===== src/inc/bsc_pkg.sv =====
// Package of cell positions and group codes for the boundary-scan chain.
package bsc_pkg;
	localparam int BSC_LEN = 112;
	localparam logic BSC_RST_BIT = 1'b0;
	// Synchroniser depth for pins sampled from the test side.
	localparam int BSC_SYNC_STAGES = 2;
	// Cell positions, zero based: position 0 is next to the serial output.
	localparam int C_DP3 = 0;
	localparam int C_DP2 = 1;
	localparam int C_DP0 = 2;
	localparam int C_DP1 = 3;
	localparam int C_STEST = 4;
	localparam int C_FAIL = 5;
	localparam int C_EN_FAIL = 6;
	localparam int C_ONCE = 7;
	localparam int C_BACKOFF = 8;
	localparam int C_D0 = 9;
	localparam int C_EN_DATA = 17;
	localparam int C_D8 = 18;
	localparam int C_BTERM = 42;
	localparam int C_READY = 43;
	localparam int C_HOLD = 44;
	localparam int C_BUS_GRANT_ACK = 45;
	localparam int C_EN_BUS_GRANT_ACK = 46;
	localparam int C_ADS = 47;
	localparam int C_BE0 = 51;
	localparam int C_BLAST = 52;
	localparam int C_DEN = 53;
	localparam int C_WRRD = 54;
	localparam int C_DTR = 55;
	localparam int C_EN_DTR = 56;
	localparam int C_WAIT = 57;
	localparam int C_STALL = 58;
	localparam int C_DC = 59;
	localparam int C_SUP = 60;
	localparam int C_EN_BUS = 61;
	localparam int C_LOCK = 62;
	localparam int C_BUS_REQUEST_PENDING = 63;
	localparam int C_A16 = 79;
	localparam int C_EN_ADDR = 80;
	localparam int C_A2 = 94;
	localparam int C_NMI = 95;
	localparam int C_XINT0 = 103;
	localparam int C_RESET = 104;
	localparam int C_CLKIN = 105;
	localparam int C_CT0 = 109;
	localparam int C_PCHK = 110;
	localparam int C_EN_PCHK = 111;
	// Indices of the functional enable vector, one per control cell.
	localparam int G_FAIL = 0;
	localparam int G_DATA = 1;
	localparam int G_BUS_GRANT_ACK = 2;
	localparam int G_DTR = 3;
	localparam int G_BUS = 4;
	localparam int G_ADDR = 5;
	localparam int G_PCHK = 6;
	localparam int G_NUM = 7;
endpackage : bsc_pkg


===== src/verilog/bsc_chain_front.sv =====
// Boundary-scan register of 112 cells with tri-state pin control.
// Function
// - 112 cells, cell one nearest serial output
// - control cell one enables, zero tri-states
// - every scanned output pin can tri-state
// - one enable for failure, stall, request
// - one enable for parity and data
// - one enable for bus-control strobes
// - bus grant acknowledge has own enable
// - one enable for address and cycle type
module bsc_chain_front
	import bsc_pkg::*;
(
	input wire logic ref_clk, // System clock, 25 MHz.
	input wire logic resetn, // Synchronous reset, active low.
	input wire logic tck, // Test clock from the tester.
	input wire logic tdi, // Serial test data in.
	input wire logic capture_dr, // Test port in capture state.
	input wire logic shift_dr, // Test port in shift state.
	input wire logic update_dr, // Test port in update state.
	input wire logic extest, // Pins driven from the update stage.
	output logic tdo, // Serial test data out.
	output logic tdo_oe_n, // Low while the serial output drives.
	input wire logic [G_NUM-1:0] core_en, // Functional enables per group.
	input wire logic [31:0] core_data, // Functional data to drive.
	input wire logic [3:0] core_parity, // Functional parity to drive.
	input wire logic [18:0] core_ctl, // Functional control outputs.
	input wire logic [29:0] core_addr, // Functional address 31:2.
	input wire logic [3:0] core_ct, // Functional cycle type.
	input wire logic [31:0] data_line_in, // Data pins as seen.
	output logic [31:0] data_line_out, // Data pins driven value.
	output logic data_line_oe_n, // Low while data pins drive.
	input wire logic [3:0] data_parity_line_in, // Parity pins as seen.
	output logic [3:0] data_parity_line_out, // Parity driven value.
	output logic data_parity_line_oe_n, // Low while parity drives.
	input wire logic [16:0] pin_in, // Plain input pins, see note.
	output logic selftest_failure_n, // Self-test failure.
	output logic bus_stall_indication, // Bus stall.
	output logic bus_request_pending, // Bus request pending.
	output logic grp_fail_oe_n, // Low while the group above drives.
	output logic bus_grant_ack, // Bus grant acknowledge.
	output logic bus_grant_ack_oe_n, // Low while it drives.
	output logic address_strobe_n, // Address strobe.
	output logic [3:0] byte_lane_enable_n, // Byte lane enables.
	output logic final_transfer_n, // Final transfer.
	output logic data_strobe_enable_n, // Data strobe enable.
	output logic write_read_select, // Write or read.
	output logic wait_indicator_n, // Wait indicator.
	output logic data_code_select, // Data or code.
	output logic privilege_level_n, // Privilege level.
	output logic atomic_lock_n, // Atomic lock.
	output logic grp_bus_oe_n, // Low while bus-control group drives.
	output logic data_dir_n, // Data direction.
	output logic data_dir_oe_n, // Low while data direction drives.
	output logic [29:0] address, // Address 31:2.
	output logic [3:0] cycle_type, // Cycle type.
	output logic grp_addr_oe_n, // Low while address group drives.
	output logic parity_check_n, // Parity check.
	output logic parity_check_oe_n // Low while parity check drives.
);
	logic [BSC_LEN-1:0] chain_reg, chain_next;
	logic [BSC_LEN-1:0] upd_reg, upd_next;
	logic [BSC_LEN-1:0] cap;
	logic [5:0] s1_reg, s2_reg;
	logic tck_d_reg;
	logic tck_rise, tck_fall;
	logic [G_NUM-1:0] en;
	logic [17:0] ctl_out;

	// Timing of the chain as seen from the system clock.
	// Every test-side pin passes two flops, so a test clock edge on the
	// pin is acted on three system clocks later.
	// The test clock must stay high and low for at least one system
	// clock each, or an edge can fall between two samples of the first stage.
	// Capture and shift both act on the rising test clock edge.
	// Capture wins when the tester raises both state lines together.
	// The update stage loads on the falling test clock edge only, so the
	// pins never see the chain while it is moving.
	// While the pin test mode is off the pins follow the core values and
	// the chain can still be captured and shifted without harm.
	// The serial output is enabled only while the shift state is seen.
	// Cell position 0 is the stage next to the serial output.
	// Cell position 111 is the stage that receives serial data in.
	// Output cells capture the value presented to their pin, which is
	// the update stage in pin test mode and the core value otherwise.
	// Bidirectional data and parity cells capture the pins as seen.
	// Control cells capture their own update bit, so a capture followed
	// by an update leaves every enable as it was.
	// After reset all update bits are zero, so in pin test mode every
	// driver starts tri-stated until the first update.
	// The control vector below packs eighteen outputs; the top bit of
	// the core control input is a spare and is not driven to any pin.
	// Control vector order from the top: failure, stall, request,
	// grant acknowledge, address strobe, byte lanes 3 to 0, final
	// transfer, data strobe, write or read, wait, data or code,
	// privilege, lock, data direction and parity check.
	// Grouped enables are shared exactly as the control cells are, so a
	// single cell turns a whole group on or off at once.
	// The address and cycle type enable sits further along the chain.

	// Two-flop synchronisers for the test-side pins.
	always_ff @(posedge ref_clk)
	begin
		if (!resetn)
		begin
			s1_reg <= 6'h00;
			s2_reg <= 6'h00;
			tck_d_reg <= BSC_RST_BIT;
		end
		else
		begin
			s1_reg <= {tck, tdi, capture_dr, shift_dr, update_dr, extest};
			s2_reg <= s1_reg;
			tck_d_reg <= s2_reg[5];
		end
	end

	// Test clock edges as seen from the system clock.
	assign tck_rise = s2_reg[5] & ~tck_d_reg;
	assign tck_fall = ~s2_reg[5] & tck_d_reg;

	// Capture on a rising edge, shift toward position 0, update on falling.
	assign chain_next = (tck_rise && s2_reg[3]) ? cap :
		(tck_rise && s2_reg[2]) ? {s2_reg[4], chain_reg[BSC_LEN-1:1]} :
		chain_reg;
	assign upd_next = (tck_fall && s2_reg[1]) ? chain_reg : upd_reg;

	always_ff @(posedge ref_clk)
	begin
		if (!resetn)
		begin
			chain_reg <= '0;
			upd_reg <= '0;
		end
		else
		begin
			chain_reg <= chain_next;
			upd_reg <= upd_next;
		end
	end

	// Serial output: cell one, driven only while shifting.
	assign tdo = chain_reg[0];
	assign tdo_oe_n = ~s2_reg[2];

	// Functional control outputs in cell order of the vector below.
	assign ctl_out = s2_reg[0] ? {upd_reg[C_FAIL], upd_reg[C_STALL],
		upd_reg[C_BUS_REQUEST_PENDING], upd_reg[C_BUS_GRANT_ACK], upd_reg[C_ADS],
		upd_reg[C_BE0-3], upd_reg[C_BE0-2], upd_reg[C_BE0-1], upd_reg[C_BE0],
		upd_reg[C_BLAST], upd_reg[C_DEN], upd_reg[C_WRRD], upd_reg[C_WAIT],
		upd_reg[C_DC], upd_reg[C_SUP], upd_reg[C_LOCK], upd_reg[C_DTR],
		upd_reg[C_PCHK]} : core_ctl[17:0];
	assign {selftest_failure_n, bus_stall_indication, bus_request_pending,
		bus_grant_ack, address_strobe_n, byte_lane_enable_n, final_transfer_n,
		data_strobe_enable_n, write_read_select, wait_indicator_n,
		data_code_select, privilege_level_n, atomic_lock_n, data_dir_n,
		parity_check_n} = ctl_out;

	// Group enables: control cell in test mode, core enable otherwise.
	assign en = s2_reg[0] ? {upd_reg[C_EN_PCHK], upd_reg[C_EN_ADDR],
		upd_reg[C_EN_BUS], upd_reg[C_EN_DTR], upd_reg[C_EN_BUS_GRANT_ACK],
		upd_reg[C_EN_DATA], upd_reg[C_EN_FAIL]} : core_en;
	assign grp_fail_oe_n = ~en[G_FAIL];
	assign data_line_oe_n = ~en[G_DATA];
	assign data_parity_line_oe_n = ~en[G_DATA];
	assign bus_grant_ack_oe_n = ~en[G_BUS_GRANT_ACK];
	assign data_dir_oe_n = ~en[G_DTR];
	assign grp_bus_oe_n = ~en[G_BUS];
	assign grp_addr_oe_n = ~en[G_ADDR];
	assign parity_check_oe_n = ~en[G_PCHK];

	// Wide pin groups: update stage in test mode, core value otherwise.
	genvar i;
	generate
		for (i = 0; i < 32; i++)
		begin : g_data
			localparam int P = (i < 8) ? C_D0 + i : C_D8 + i - 8;
			assign data_line_out[i] = s2_reg[0] ? upd_reg[P] : core_data[i];
			assign cap[P] = data_line_in[i];
		end
		for (i = 0; i < 30; i++)
		begin : g_addr
			localparam int P = (i < 14) ? C_A2 - i : C_A16 + 14 - i;
			assign address[i] = s2_reg[0] ? upd_reg[P] : core_addr[i];
			assign cap[P] = address[i];
		end
		for (i = 0; i < 4; i++)
		begin : g_ct
			assign cycle_type[i] = s2_reg[0] ? upd_reg[C_CT0-i] : core_ct[i];
			assign cap[C_CT0-i] = cycle_type[i];
			assign cap[C_BE0-i] = ctl_out[9+i];
		end
		for (i = 0; i < 8; i++)
		begin : g_xint
			assign cap[C_XINT0-i] = pin_in[i];
		end
	endgenerate

	// Parity lines sit in the order 3, 2, 0, 1.
	assign data_parity_line_out = s2_reg[0] ?
		{upd_reg[C_DP3], upd_reg[C_DP2], upd_reg[C_DP1], upd_reg[C_DP0]} :
		core_parity;
	assign {cap[C_DP3], cap[C_DP2], cap[C_DP1], cap[C_DP0]} =
		data_parity_line_in;

	// Remaining single cells; control cells capture their own update bit.
	assign {cap[C_STEST], cap[C_ONCE], cap[C_BACKOFF], cap[C_BTERM],
		cap[C_READY], cap[C_HOLD], cap[C_NMI], cap[C_RESET], cap[C_CLKIN]} =
		pin_in[16:8];
	assign {cap[C_FAIL], cap[C_STALL], cap[C_BUS_REQUEST_PENDING], cap[C_BUS_GRANT_ACK],
		cap[C_ADS]} = ctl_out[17:13];
	assign {cap[C_BLAST], cap[C_DEN], cap[C_WRRD], cap[C_WAIT], cap[C_DC],
		cap[C_SUP], cap[C_LOCK], cap[C_DTR], cap[C_PCHK]} = ctl_out[8:0];
	assign {cap[C_EN_FAIL], cap[C_EN_DATA], cap[C_EN_BUS_GRANT_ACK], cap[C_EN_DTR],
		cap[C_EN_BUS], cap[C_EN_ADDR], cap[C_EN_PCHK]} =
		{upd_reg[C_EN_FAIL], upd_reg[C_EN_DATA], upd_reg[C_EN_BUS_GRANT_ACK],
		upd_reg[C_EN_DTR], upd_reg[C_EN_BUS], upd_reg[C_EN_ADDR],
		upd_reg[C_EN_PCHK]};
endmodule : bsc_chain_front


===== config.mk =====
export PLATFORM = sky130hd
export DESIGN_NAME = bsc_chain_front
export DESIGN_NICKNAME = d
export VERILOG_FILES = /design/src/inc/bsc_pkg.sv /design/src/verilog/bsc_chain_front.sv
export SDC_FILE = /design/constraint.sdc
export NUM_CORES = 1
export LEC_CHECK = 0
export BUFFER_PORTS_ARGS = -buffer_cell sky130_fd_sc_hd__buf_2
export CAP_MARGIN = 10
export CORE_MARGIN = 2
export CORE_UTILIZATION = 53
export DETAILED_ROUTE_END_ITERATION = 10
export GPL_TIMING_DRIVEN = 0
export PLACE_DENSITY = 0.87
export SYNTH_ARGS = -nofsm -noshare
export SYNTH_HDL_FRONTEND = slang
export SYNTH_SLANG_ARGS = --single-unit

===== constraint.sdc =====
create_clock -name ref_clk -period 1.8 [get_ports ref_clk]
set_input_delay 0.36 -clock ref_clk [delete_from_list [all_inputs] [get_ports ref_clk]]
set_output_delay 0.36 -clock ref_clk [all_outputs]
set_load 0.02 [all_outputs]

## Yosys cells after proc, flatten, opt, wreduce, memory -nomap -nowiden

Index checks and enable logic that the tools add are counted.

| operators by class | value |
|---|---|
| bitwise operators | 12 |
| reductions and logical operators | 4 |
| mux-type cells | 71 |

Operators by type and width:

| kind | count |
|---|---|
| $mux W112 | 2 |
| $mux W1 | 66 |
| $mux W18 | 1 |
| $not A1 Y1 | 10 |
| $mux W7 | 1 |
| $mux W4 | 1 |
| $logic_and A1 B1 Y1 | 3 |
| $and A1 B1 Y1 | 2 |
| $reduce_bool A2 Y1 | 1 |

| storage, ports and cells | value |
|---|---|
| bits in registers | 237 |
| word-level logic and storage cells | 92 |
| output and inout bits | 98 |
| bits of input ports | 157 |

## Logic depth before layout (Yosys ltp)

| logic depth | value |
|---|---|
| depth after elaboration | 5 |
| mapped depth | 6 |
| depth with buffers taken out | 3 |

## Worst setup path before layout

OpenSTA, ideal clock, no wires.

| timing path | value |
|---|---|
| path kind | reg-to-output |
| start point | register s2_reg[0] |
| end point | output port data_parity_line_oe_n |
| data required time | 1.440 ns |
| path slack | -0.265 ns |
| cell stages (with the launch flop) | 7 |
| data arrival time | 1.705 ns |
| buffers on the path | 5 |
| cell sequence | dfxtp_1 > clkbuf_1 > buf_6 > buf_6 > buf_2 > mux2i_1 > buf_4 |

| on the way | value |
|---|---|
| longest elaborated chain between the ends | 2 |

RTL lines:

| item | line | source |
|---|---|---|
| start, declared | bsc_chain_front.sv:64 | `logic [5:0] s1_reg, s2_reg;` |
| start signal, assigned | bsc_chain_front.sv:113 | `s2_reg <= s1_reg;` |
| $mux W7 | bsc_chain_front.sv:160 | `assign en = s2_reg[0] ? {upd_reg[C_EN_PCHK], upd_reg[C_EN_ADDR],` |
| $not A1 Y1 | n/a |  |
| end, declared | bsc_chain_front.sv:35 | `output logic data_parity_line_oe_n,` |

No other way between the ends.

## Worst setup path in the final report

| timing path | value |
|---|---|
| start point | register s2_reg[0] |
| end point | output port address[12] |

| on the way | value |
|---|---|
| longest elaborated chain between the ends | 1 |

RTL lines:

| item | line | source |
|---|---|---|
| $mux W1 | bsc_chain_front.sv:184 | `assign address[i] = s2_reg[0] ? upd_reg[P] : core_addr[i];` |
| end, declared | bsc_chain_front.sv:55 | `output logic [29:0] address,` |

No other way between the ends.

==> impl_summary.txt <==
----------------------------------------------------
[Timing]
  Portion of the clock cycle consumed by the worst path in the final layout ... 1.22
  Max Slew Vio Count ... 0
  Final Hold Viols ... 0
  Worst slew pin tran ... roughly 0.57 ns
  Max-Slew Margin vs Limit ... 0.618
  Setup repair after global routing missed its margin ... true
  Clock tree skew after final layout ... 0.00988 ns
  Fin worst setup slack ... -0.395 ns
  Max Clock Freq ... 456 MHz
  Setup-violating endpoint count in the final report ... roughly 100
  Final worst path period need ... ~2.2 ns
  Accumulated negative setup slack ... -31.54 ns

[Setup path]
  Critical Path End Type ... primary output
  Crit path DAT ... roughly 1.8 ns
  Kind of start point of the critical path ... register
  Sum of buffers and inverters on the critical path ... 5
  Largest stage delay on the critical path ... 0.36 ns
  CP delay by family, top ... buffers and inverters
  Required time at the worst-slack endpoint ... roughly 1.4 ns
  Cell with the largest stage delay on the worst path ... sky130_fd_sc_hd__dfxtp_4
  Setup CP Type ... register to primary output
  Crit Path Max Fanout ... 5
  Cells traversed along the worst timing path ... buf_6 -> buf_12 -> buf_12 -> buf_16 -> mux2_4 -> buf_6

[Yosys]
  Synthesized cell area ... roughly 9600 sq um
  Cell taking the most area after synthesis ... sky130_fd_sc_hd__dfxtp_1
  Distinct cell type count after synthesis ... 28
  Sequential fraction of the synthesis area ... 0.458
  Post-Syn Instances ... ~1100
  Number of warning messages in the yosys log ... 0
  FF+latch count, synth ... 220
  Mapped Avg Cell Area ... between 9 and 10 sq um
  Net count after synthesis ... ~1200
  Leading cell types by total area after synthesis ... sky130_fd_sc_hd__dfxtp_1, sky130_fd_sc_hd__nand2_1, sky130_fd_sc_hd__a21boi_1, sky130_fd_sc_hd__a22o_1, sky130_fd_sc_hd__a221o_1
  Fraction of post-synthesis cell area in the top cell type by area ... 0.458

[Final layout]
  Relative area change from synthesis to final layout ... 34.6%
  Leading cell types in the layout, fill and taps excluded ... sky130_fd_sc_hd__nand2_1, sky130_fd_sc_hd__buf_2, sky130_fd_sc_hd__dfxtp_1, sky130_fd_sc_hd__a21boi_1, sky130_fd_sc_hd__a22o_1
  Post-layout net count ... between 1500 and 2000
  Leading cell type in the layout, fill and taps excluded ... sky130_fd_sc_hd__nand2_1
  Multi-input gate area in the final layout ... 4960 sq um
  Flip-flop count of the largest register, all copies and words added ... 112
  Number of filler cells placed in the layout ... ~1200
  Reg area ... approximately 4400 sq um
  Fin cells ... roughly 1600
  Ratio of cells with drive above 1 in the final layout ... 0.313
  Finished Cell Area ... approximately 13000 sq um
  Utilization after layout ... 0.723

[Routing]
  Met2 wire len ... between 10 and 15 mm
  Total met3 wirelength after detailed routing ... roughly 2.2 mm
  Number of vias per cell ... around 5.7
  Violation count after the first detailed-routing iteration ... around 620
  Highest metal layer used by the detailed router ... met5
  DRT Pass-1 Iters ... 5
  Routed via count ... 9239
  Met1 routed wirelength after detailed routing ... ~12 mm
  Post-detailed-routing wire length ... between 30 and 40 mm
  DRC errors left ... 0
  Remaining number of nets flagged by the antenna check after routing ... 0
  Average routed wire per standard cell ... around 19 um

[Global route]
  Initial antenna violation count ... 5
  Largest net degree at the start of global routing ... 15
  Total gr overflow ... 0
  Global-route wire length before repair ... about 45 mm
  Vias in the first global route ... slightly below 9000
  Global-route usage over all layers ... 0.287

[Pwr]
  Maximum vdd drop ... approximately 0.00066 V
  LEAKAGE ... between 0.005 and 0.006 uW
  Total power density per cell area ... 852 nW/um^2
  Total power after layout ... 11000 uW

[Clock network]
  Number of clock buffers inserted by TritonCTS ... 23
  Sinks on Clock Net ... 220
  Insertion delay of the later-clocked pin in the worst-skew pair ... about 0.50 ns
  Hold-fix buffers, CTS ... 0
  Reg clk slew, reported paths ... around 0.060 ns
  Buffers from clock root to sink, at most ... 3
  Clock root buffer ... sky130_fd_sc_hd__clkbuf_16
  Level count of the clock H-tree ... 1
  TritonCTS clock tree ... done

[Floorplanning]
  Number of rows created at floorplan ... 49
  Total die area ... 19200 sq um
  Starting Density ... 0.537
  Die Y ... 139 um
  Core outline area ... 17900 sq um
  I/O pin cnt ... between 200 and 300
  Horiz. Die Dim ... approximately 140 um

[Worst hold path]
  Path class of the lowest-slack min-delay path ... input port to register

[Run]
  Max capacitance violation total ... 0

[Outcome]
  Status ... complete, but fails checks
  Violations in the final reports ... negative setup slack

[Place]
  Post-Place Cell Area ... ~11000 sq um
  DP Cell Count ... 1544
  Count of buffers from port buffering ... 253
  Detailed placer's ending HPWL ... 18.5 mm
  Weighted congestion at the end of routability-driven global placement ... ~0.85

----------------------------------------------------
cell type report:
class                           count  share of cell area
Clock buffer                       33              0.0513
Tap cell                          229              0.0221
Inverter                            2            0.000580
Clock inverter                      8             0.00754
Antenna cell                        2            0.000387
Multi-Input combinational cell    745               0.384
Timing Repair Buffer              287               0.153
Sequential cell                   220               0.341
Buffer                             92              0.0405
metal layers:
metal / track usage / up-vias
met2: 0.481 / 443
met4: 0.116 / 6
li1: - / 4300
met5: 0 / -
met3: 0.0487 / 96
met1: 0.370 / 4394
stage by stage:
step	worst slack, ns	hold WS (ns)
after floorplan	0.0413	0.412
after global placement	-0.450	0.414
after detailed placement	-0.449	0.420
after CTS	-0.391	0.0703
after global routing	-0.432	0.0739
final	-0.395	0.0761
logic make-up after synthesis:
group / after synthesis / share of synthesized area
simple gates: 382 / 0.170
flops: 220 / 0.458
mux: 95 / 0.111
compound gates: 268 / 0.215
buf+inv: 97 / 0.0457
power by group:
part	switching, uW	internal (uW)	leakage (uW)
clock	1960	2860	0.000378
combinational	657	636	0.00321
sequential	20.9	4900	0.00178
total	2640	8390	0.00536
worst paths after layout:
path	startpoint	end	slack [ns]	depth (start not counted)
min	extest	s1_reg[0]	0.08	2
min reg2reg	s1_reg[0]	s2_reg[0]	0.43	1
max	s2_reg[0]	address[12]	-0.40	6
max reg2reg	s2_reg[0]	chain_reg[79]	-0.01	8
synth_stat cells:
| library cell | count |
|---|---|
| sky130_fd_sc_hd__buf_2 | 30 |
| sky130_fd_sc_hd__nand2b_1 | 1 |
| sky130_fd_sc_hd__nor3b_2 | 1 |
| sky130_fd_sc_hd__nand3b_1 | 1 |
| sky130_fd_sc_hd__buf_1 | 6 |
| sky130_fd_sc_hd__and2_0 | 2 |
| sky130_fd_sc_hd__and4b_1 | 1 |
| sky130_fd_sc_hd__mux2_4 | 2 |
| sky130_fd_sc_hd__inv_2 | 1 |
| sky130_fd_sc_hd__nor4b_1 | 1 |
| sky130_fd_sc_hd__buf_4 | 2 |
| sky130_fd_sc_hd__dfxtp_1 | 220 |
| sky130_fd_sc_hd__a21boi_1 | 95 |
| sky130_fd_sc_hd__nor2_1 | 1 |
| sky130_fd_sc_hd__and3b_1 | 2 |
| sky130_fd_sc_hd__o31a_1 | 1 |
| sky130_fd_sc_hd__a221o_1 | 52 |
| sky130_fd_sc_hd__inv_1 | 1 |
| sky130_fd_sc_hd__o21ai_0 | 51 |
| sky130_fd_sc_hd__buf_6 | 4 |
| sky130_fd_sc_hd__nand2_1 | 310 |
| sky130_fd_sc_hd__mux2_1 | 46 |
| sky130_fd_sc_hd__mux2_2 | 40 |
| sky130_fd_sc_hd__o21ai_1 | 9 |
| sky130_fd_sc_hd__and2_1 | 62 |
| sky130_fd_sc_hd__mux2i_1 | 7 |
| sky130_fd_sc_hd__clkbuf_1 | 53 |
| sky130_fd_sc_hd__a22o_1 | 60 |
timing repair:
item	CTS	global route
gates resized for setup	137	81
pin swaps	0	0
setup endpoints to repair	195	200
cloned	3	0
hold endpoints to repair	0	0
buffers inserted	19	16
Note: power is estimated with default switching activity, not from simulation.
